==> src/hw/pmc_pkg.sv <==
// power mode controller package: power states, field widths, reset values
// assumes: used by pmc_top and pmc_lvd through pmc_pkg::name, never imported
package pmc_pkg;

  // ----------------------------------------------------------------------
  // power states
  // ----------------------------------------------------------------------
  typedef enum logic [1:0] {
    PMC_RUN,
    PMC_IDLE,
    PMC_SLEEP
  } pmc_state_t;

  // ----------------------------------------------------------------------
  // field widths and encodings
  // ----------------------------------------------------------------------
  localparam int         LVD_TAPS      = 16;   // software trip points
  localparam int         LVD_SEL_W     = 4;
  localparam int         CLK_SRC_W     = 3;
  localparam logic       SAVE_SEL_SLEEP = 1'h0; // operand of power-save instruction
  localparam logic       SAVE_SEL_IDLE  = 1'h1;

  // ----------------------------------------------------------------------
  // reset values
  // ----------------------------------------------------------------------
  localparam logic [CLK_SRC_W-1:0] CLK_SRC_RST = 3'h0;
  localparam logic [1:0]           STATE_CODE_RUN   = 2'h0;
  localparam logic [1:0]           STATE_CODE_IDLE  = 2'h1;
  localparam logic [1:0]           STATE_CODE_SLEEP = 2'h2;

endpackage : pmc_pkg

==> src/hw/pmc_lvd.sv <==
// low-voltage detector: tap select, enable gate and sticky interrupt flag
// assumes: comparator results arrive synchronous to sys_clk, one per tap
`timescale 1ns/1ns
module pmc_lvd #(
  parameter int TAPS  = pmc_pkg::LVD_TAPS,
  parameter int SEL_W = pmc_pkg::LVD_SEL_W
) (
  input  wire logic             sys_clk,
  input  wire logic             rst_n,
  input  wire logic             lvd_en,
  input  wire logic [SEL_W-1:0] lvd_tap_sel,
  input  wire logic             lvd_ext_sel,
  input  wire logic [TAPS-1:0]  lvd_tap_below,
  input  wire logic             low_voltage_external_input,
  input  wire logic             lvd_flag_clr,
  output logic                  lvd_active_q,
  output logic                  lvd_flag_q
);

  logic below;
  logic lvd_active_d;
  logic lvd_flag_d;

  // ----------------------------------------------------------------------
  // comparator select and flag
  // ----------------------------------------------------------------------
  // power state is not an input: the detector works in sleep too
  always_comb begin
    below        = lvd_ext_sel ? low_voltage_external_input : lvd_tap_below[lvd_tap_sel];
    lvd_active_d = lvd_en;
    lvd_flag_d   = lvd_flag_q;
    if (lvd_flag_clr) begin
      lvd_flag_d = 1'b0;
    end
    // set beats a clear in the same cycle
    if (lvd_en && below) begin
      lvd_flag_d = 1'b1;
    end
  end

  always_ff @(posedge sys_clk or negedge rst_n) begin
    if (!rst_n) begin
      lvd_active_q <= 1'b0;
      lvd_flag_q   <= 1'b0;
    end else begin
      lvd_active_q <= lvd_active_d;
      lvd_flag_q   <= lvd_flag_d;
    end
  end
endmodule : pmc_lvd

==> src/hw/pmc_top.sv <==
// power mode controller: run, idle and sleep, clock source, wake, watchdog
// assumes: all inputs synchronous to sys_clk; rst_n is the merged device reset
`timescale 1ns/1ns
module pmc_top #(
  parameter int PERIPH_N = 8
) (
  input  wire logic                           sys_clk,
  input  wire logic                           rst_n,
  input  wire logic                           power_save_instruction,
  input  wire logic                           power_save_sel,
  input  wire logic                           irq_pending,
  input  wire logic                           wdt_en,
  input  wire logic                           wdt_timeout,
  input  wire logic                           fail_safe_clock_monitor_en,
  input  wire logic                           bor_en,
  input  wire logic                           bor_trip,
  input  wire logic [pmc_pkg::CLK_SRC_W-1:0]  cfg_clk_src,
  input  wire logic                           clk_switch_req,
  input  wire logic [pmc_pkg::CLK_SRC_W-1:0]  clk_switch_sel,
  input  wire logic [PERIPH_N-1:0]            stop_in_idle,
  input  wire logic [PERIPH_N-1:0]            periph_ext_clk,
  input  wire logic                           lvd_en,
  input  wire logic [pmc_pkg::LVD_SEL_W-1:0]  lvd_tap_sel,
  input  wire logic                           lvd_ext_sel,
  input  wire logic [pmc_pkg::LVD_TAPS-1:0]   lvd_tap_below,
  input  wire logic                           low_voltage_external_input,
  input  wire logic                           lvd_flag_clr,
  output logic [1:0]                          power_state_q,
  output logic                                cpu_run_q,
  output logic                                sysclk_osc_en_q,
  output logic                                fail_safe_clock_monitor_active_q,
  output logic                                low_power_rc_oscillator_en_q,
  output logic                                bor_active_q,
  output logic                                bor_reset_q,
  output logic                                wdt_clear_q,
  output logic                                wdt_reset_q,
  output logic                                wake_q,
  output logic [PERIPH_N-1:0]                 periph_clk_en_q,
  output logic [pmc_pkg::CLK_SRC_W-1:0]       clk_src_q,
  output logic                                lvd_active_q,
  output logic                                lvd_flag_q
);

  // ----------------------------------------------------------------------
  // state and next values
  // ----------------------------------------------------------------------
  pmc_pkg::pmc_state_t              state_q;
  pmc_pkg::pmc_state_t              state_d;
  logic [1:0]                       power_state_d;
  logic                             cpu_run_d;
  logic                             sysclk_osc_en_d;
  logic                             fail_safe_clock_monitor_active_d;
  logic                             low_power_rc_oscillator_en_d;
  logic                             bor_active_d;
  logic                             bor_reset_d;
  logic                             wdt_clear_d;
  logic                             wdt_reset_d;
  logic                             wake_d;
  logic [PERIPH_N-1:0]              periph_clk_en_d;
  logic [pmc_pkg::CLK_SRC_W-1:0]    clk_src_d;
  logic                             src_loaded_q;
  logic                             src_loaded_d;
  logic                             wake_any;

  // state code seen by the core and the clock gates
  function automatic logic [1:0] state_code(input pmc_pkg::pmc_state_t s);
    unique case (s)
      pmc_pkg::PMC_RUN:   state_code = pmc_pkg::STATE_CODE_RUN;
      pmc_pkg::PMC_IDLE:  state_code = pmc_pkg::STATE_CODE_IDLE;
      pmc_pkg::PMC_SLEEP: state_code = pmc_pkg::STATE_CODE_SLEEP;
      default:            state_code = pmc_pkg::STATE_CODE_RUN;
    endcase
  endfunction : state_code

  // ----------------------------------------------------------------------
  // power state machine
  // ----------------------------------------------------------------------
  // wake sources sampled as levels; resets arrive through rst_n itself
  always_comb begin
    wake_any    = irq_pending || wdt_timeout;
    state_d     = state_q;
    wdt_clear_d = 1'b0;
    wdt_reset_d = 1'b0;
    wake_d      = 1'b0;
    unique case (state_q)
      pmc_pkg::PMC_RUN: begin
        wdt_reset_d = wdt_timeout;
        // a pending wake cancels the request, else the core would stall unserviced
        if (power_save_instruction && !wake_any) begin
          if (power_save_sel == pmc_pkg::SAVE_SEL_SLEEP) begin
            state_d     = pmc_pkg::PMC_SLEEP;
            wdt_clear_d = wdt_en;
          end else begin
            state_d     = pmc_pkg::PMC_IDLE;
            wdt_clear_d = 1'b1;
          end
        end
      end
      pmc_pkg::PMC_IDLE: begin
        wdt_reset_d = wdt_timeout;
        if (wake_any) begin
          state_d = pmc_pkg::PMC_RUN;
          wake_d  = 1'b1;
        end
      end
      pmc_pkg::PMC_SLEEP: begin
        // time-out only wakes here, no reset
        if (wake_any) begin
          state_d = pmc_pkg::PMC_RUN;
          wake_d  = 1'b1;
        end
      end
      // illegal code: fall back to run rather than lock up
      default: state_d = pmc_pkg::PMC_RUN;
    endcase
  end

  // ----------------------------------------------------------------------
  // clock and analog enables, derived from the next state except brown-out, which follows bor_en and bor_trip only
  // ----------------------------------------------------------------------
  // outputs follow state_d so they change on the same edge as the state
  always_comb begin
    power_state_d   = state_code(state_d);
    cpu_run_d       = (state_d == pmc_pkg::PMC_RUN);
    sysclk_osc_en_d = (state_d != pmc_pkg::PMC_SLEEP);
    fail_safe_clock_monitor_active_d = fail_safe_clock_monitor_en && (state_d != pmc_pkg::PMC_SLEEP);
    if (state_d == pmc_pkg::PMC_SLEEP) begin
      low_power_rc_oscillator_en_d = wdt_en;
    end else begin
      low_power_rc_oscillator_en_d = wdt_en || fail_safe_clock_monitor_en;
    end
    bor_active_d = bor_en;
    bor_reset_d  = bor_en && bor_trip;
  end

  // per-peripheral clock gates
  generate
    for (genvar i = 0; i < PERIPH_N; i++) begin : g_gate
      always_comb begin
        unique case (state_d)
          pmc_pkg::PMC_RUN:   periph_clk_en_d[i] = 1'b1;
          pmc_pkg::PMC_IDLE:  periph_clk_en_d[i] = !stop_in_idle[i];
          pmc_pkg::PMC_SLEEP: periph_clk_en_d[i] = periph_ext_clk[i];
          default:            periph_clk_en_d[i] = 1'b1;
        endcase
      end
    end
  endgenerate

  // ----------------------------------------------------------------------
  // clock source selection
  // ----------------------------------------------------------------------
  // async reset may only load a constant, so the config bits are taken
  // on the first edge after release
  always_comb begin
    src_loaded_d = 1'b1;
    clk_src_d    = clk_src_q;
    if (!src_loaded_q) begin
      clk_src_d = cfg_clk_src;
    end else if (clk_switch_req && state_q == pmc_pkg::PMC_RUN) begin
      clk_src_d = clk_switch_sel;
    end
  end

  // ----------------------------------------------------------------------
  // registers
  // ----------------------------------------------------------------------
  always_ff @(posedge sys_clk or negedge rst_n) begin
    if (!rst_n) begin
      state_q         <= pmc_pkg::PMC_RUN;
      power_state_q   <= pmc_pkg::STATE_CODE_RUN;
      cpu_run_q       <= 1'b1;
      sysclk_osc_en_q <= 1'b1;
      fail_safe_clock_monitor_active_q <= 1'b0;
      low_power_rc_oscillator_en_q     <= 1'b0;
      bor_active_q    <= 1'b0;
      bor_reset_q     <= 1'b0;
      wdt_clear_q     <= 1'b0;
      wdt_reset_q     <= 1'b0;
      wake_q          <= 1'b0;
      periph_clk_en_q <= '0;
      clk_src_q       <= pmc_pkg::CLK_SRC_RST;
      src_loaded_q    <= 1'b0;
    end else begin
      state_q         <= state_d;
      power_state_q   <= power_state_d;
      cpu_run_q       <= cpu_run_d;
      sysclk_osc_en_q <= sysclk_osc_en_d;
      fail_safe_clock_monitor_active_q <= fail_safe_clock_monitor_active_d;
      low_power_rc_oscillator_en_q     <= low_power_rc_oscillator_en_d;
      bor_active_q    <= bor_active_d;
      bor_reset_q     <= bor_reset_d;
      wdt_clear_q     <= wdt_clear_d;
      wdt_reset_q     <= wdt_reset_d;
      wake_q          <= wake_d;
      periph_clk_en_q <= periph_clk_en_d;
      clk_src_q       <= clk_src_d;
      src_loaded_q    <= src_loaded_d;
    end
  end

  // ----------------------------------------------------------------------
  // low-voltage detector
  // ----------------------------------------------------------------------
  pmc_lvd #(
    .TAPS  (pmc_pkg::LVD_TAPS),
    .SEL_W (pmc_pkg::LVD_SEL_W)
  ) u_lvd (
    .sys_clk                    (sys_clk),
    .rst_n                      (rst_n),
    .lvd_en                     (lvd_en),
    .lvd_tap_sel                (lvd_tap_sel),
    .lvd_ext_sel                (lvd_ext_sel),
    .lvd_tap_below              (lvd_tap_below),
    .low_voltage_external_input (low_voltage_external_input),
    .lvd_flag_clr               (lvd_flag_clr),
    .lvd_active_q               (lvd_active_q),
    .lvd_flag_q                 (lvd_flag_q)
  );
endmodule : pmc_top

==> config.mk <==
export PLATFORM = sky130hd
export DESIGN_NAME = pmc_top
export DESIGN_NICKNAME = d
export VERILOG_FILES = /design/src/hw/pmc_pkg.sv /design/src/hw/pmc_lvd.sv /design/src/hw/pmc_top.sv
export SDC_FILE = /design/constraint.sdc
export NUM_CORES = 1
export LEC_CHECK = 0
export ABC_AREA = 1
export BUFFER_PORTS_ARGS = -buffer_cell sky130_fd_sc_hd__clkbuf_2
export CORE_MARGIN = 10
export CORE_UTILIZATION = 45
export CTS_CLUSTER_SIZE = 28
export DETAILED_ROUTE_END_ITERATION = 7
export GPL_ROUTABILITY_DRIVEN = 0
export PLACE_DENSITY = 0.93
export SETUP_SLACK_MARGIN = 0.3
export SYNTH_ARGS = -nofsm -noshare
export SYNTH_HDL_FRONTEND = slang
export SYNTH_SLANG_ARGS = --single-unit
==> constraint.sdc <==
create_clock -name sys_clk -period 5.15 [get_ports sys_clk]
set_clock_uncertainty 0.1 [all_clocks]
set_input_delay 0.515 -clock sys_clk [delete_from_list [all_inputs] [get_ports sys_clk]]
set_output_delay 0.515 -clock sys_clk [all_outputs]
set_load 0.01 [all_outputs]
==> results_dict.tcl <==
set metrics [dict create \
    dpl.cell_count 262 \
    clk_path_buf_depth 2 \
    wirelength_mm 3.58 \
    register_area_um2 678 \
    yosysMostFrequentCell "nand2_1" \
    clk_pin_slew_worst_paths_ps 140 \
    insertedDiodeCount 0 \
    reg2reg_depth 8 \
    p_per_area_mw_per_mm2 400 \
    drc_errors 0 \
    drive_gt1_share_pct 38.7 \
    cts_sinks 27 \
    slowest_stage "dfrtp_1" \
    grt_pass1_vias 1261 \
    die_area_mm2 0.00549 \
    hold_ws_ps 77.8 \
    io_buffer_count 80 \
    finalSetupViolCount 0 \
    leakage_nw 1.05 \
    setup_tns_ps 0 \
    synth_simple_gate_area_share_pct 19.9 \
    cts_buffers 3 \
    totalPowerFinal_mw 0.705 \
    synth_top_area_share_pct 47.5 \
    synth_area_leaders "dfrtp_1 (48%), nand2_1 (11%), ha_1 (7.6%), inv_1 (7.4%), nand3_1 (4.9%)" \
    arrival_ps 2320 \
    ctsHoldBuffers 0 \
    endpoint_kind "flip-flop" \
    antenna_found_initial 0 \
    drtIter0Drc 87 \
    synthAdderAreaFrac_pct 7.60 \
    grtUsageTotal_pct 13.4 \
    synth_nets 219 \
    worst_slew_pin_slew_ps 647 \
    post-dp-hpwl_mm 3.06 \
    peakVddDrop_v 0.000361 \
    ant_nets 0 \
    synth_top_family_by_area "simple AND/OR/NAND/NOR gates" \
    wl_per_cell_um 13.4 \
    placed_area_mm2 0.00174 \
    ys_types 21 \
    synth_xor_area_share_pct 0 \
    slew_headroom_pct 56.9 \
    max_freq_mhz 458 \
    finalHoldViolCount 0 \
    synth-edff-count 0 \
    ff2ff_setup_slack_ps 2970 \
    grt_remaining_overflow 0 \
    ys_async_sr_fraction_pct 100 \
    crit_fanout 10 \
    start_util_pct 47.3 \
    num_rows 19 \
    hold_path_class "in2async" \
    crit-reg2reg-capture "low_power_rc_oscillator_en_q$_DFF_PN0_" \
    fill_cells 260 \
    synthMuxAreaShare_pct 0 \
    htree_levels 1 \
    vias 1237 \
    instances_no_fill 266 \
    path_common_cell "ha_1" \
    cp-start-kind "flip-flop" \
    synth_cells 154 \
    critPathBufInv 1 \
    yosys_register_bits 27 \
    status "complete, no violations" \
    grt_pass1_wl_mm 5.95 \
    clock_latency_ps 330 \
    drv_cap 0 \
    critPathMaxStageDelay_ps 450 \
    ys.flop_type "dfrtp_1" \
    multi_input_area_um2 513 \
    die_w_um 74.1 \
    finalCriticalPeriod_ps 2180 \
    drtPass1Iterations 4 \
    crit_chain "inv_1 > ha_1 > nand3_1 > nand2_1 > o211ai_1 > ha_1 > nor2_1 > or2_2" \
    ys_warn_count 0 \
    worstPathRequired_ps 5280 \
    routed_via_density 4.65 \
    yosysTopAreaCell "dfrtp_1" \
    nNetsFinal 301 \
    finalCritPeriodShare_pct 42.4 \
    crit_family "adder cells" \
    coreArea_mm2 0.00278 \
    rsz0062_at_grt "false" \
    avgSynthCellArea_um2 8.55 \
    slew_viol_final 0 \
    ctsResizeCount 0 \
    area_delta_synth_final_pct 33.9 \
    synth-seq-area-share_pct 51.5 \
    die_y_um 74.1 \
    root_buffer "clkbuf_4" \
    synth_compound_area_share_pct 11.2 \
    grt_max_degree 28 \
    tritoncts "done" \
    worstReg2RegStart "state_q[0]$_DFF_PN0_" \
    critPathKind "reg2reg" \
    num_io_pins 81 \
    dp_slack_ps 2800 \
    synth_common_cells "nand2_1 (38), inv_1 (26), dfrtp_1 (25), nand3_1 (13)" \
    syn-cell-area_mm2 0.00132 \
    fin_ws_ps 2970 \
    utilization_pct 63.4 \
    cts_setup_buffers 0 \
    final_cell_area_mm2 0.00176 \
]
==> worst reg2reg max path, stage by stage, from the launching register on <==
cell,delay [ps]
dfrtp_1,450
inv_1,60
ha_1,320
nand3_1,90
nand2_1,60
o211ai_1,190
ha_1,430
nor2_1,110
or2_2,280
==> cells in the final DEF (no fill, tap or decap) <==
cell	synthesis	routed
clkbuf_2	0	80
nand2_1	38	38
inv_1	26	26
dfrtp_1	25	25
nand3_1	13	13
a21oi_1	11	11
o21ai_0	11	11
ha_1	8	8
nor2_1	6	6
clkbuf_4	0	3
inv_2	2	2
o21a_1	2	2
dfstp_2	2	2
nor3b_4	1	1
o21ai_1	1	1
nand2_2	1	1
o211ai_1	1	1
or2_2	1	1
o211a_1	1	1
clkinv_2	0	1
conb_1	1	1
==> flip-flops by register name (all words and copies together) (netlist names) <==
register / count
periph_clk_en_q: 8
clk_src_q: 3
power_state_q: 2
state_q: 2
bor_active_q: 1
bor_reset_q: 1
cpu_run_q: 1
fail_safe_clock_monitor_active_q: 1
low_power_rc_oscillator_en_q: 1
src_loaded_q: 1
sysclk_osc_en_q: 1
u_lvd.lvd_active_q: 1
u_lvd.lvd_flag_q: 1
wake_q: 1
wdt_clear_q: 1
wdt_reset_q: 1
==> area by class of cell <==
cell class              instances  area share, %
flip-flops and latches         27           38.5
repair buffers                 80           22.7
clock inverters                 1          0.284
multi-input cells              96           29.1
inverters                      28           5.96
well taps                      31           2.20
clock buffers                   3           1.28
==> where the power goes <==
group / total [mW] / switching [mW] / internal [mW]
Combinational: 0.311 / 0.186 / 0.124
Sequential: 0.304 / 0.0241 / 0.280
Clock: 0.0901 / 0.0609 / 0.0292
Total: 0.705 / 0.271 / 0.433
==> kinds of logic after synthesis <==
group / count (synthesis)
AOI/OAI and AO/OA: 27
adders and majority gates: 8
buffers and inverters: 31
DFF: 27
other: 1
and+or+nand+nor: 60
==> routing by layer <==
metal | wire length [um] | vias to the layer above | track usage (%)
li1 | - | 637 | -
met1 | 1310 | 550 | 14.5
met2 | 1900 | 43 | 24.2
met3 | 281 | 7 | 3.46
met4 | 79 | 0 | 5.18
met5 | 0 | - | 0
==> worst max-delay path by stage <==
stage                         start                                endpoint  slack (ps)  cells after the start
3_3_place_gp            wdt_timeout  low_power_rc_oscillator_en_q$_DFF_PN0_        2910                     11
2_1_floorplan           wdt_timeout  low_power_rc_oscillator_en_q$_DFF_PN0_        3180                     11
4_1_cts        state_q[0]$_DFF_PN0_  low_power_rc_oscillator_en_q$_DFF_PN0_        2960                      8
3_5_place_dp            wdt_timeout  low_power_rc_oscillator_en_q$_DFF_PN0_        2800                      9
6_report       state_q[0]$_DFF_PN0_  low_power_rc_oscillator_en_q$_DFF_PN0_        2970                      8
5_1_grt        state_q[0]$_DFF_PN0_  low_power_rc_oscillator_en_q$_DFF_PN0_        2790                      8
Power figures use the tool's default switching activity.
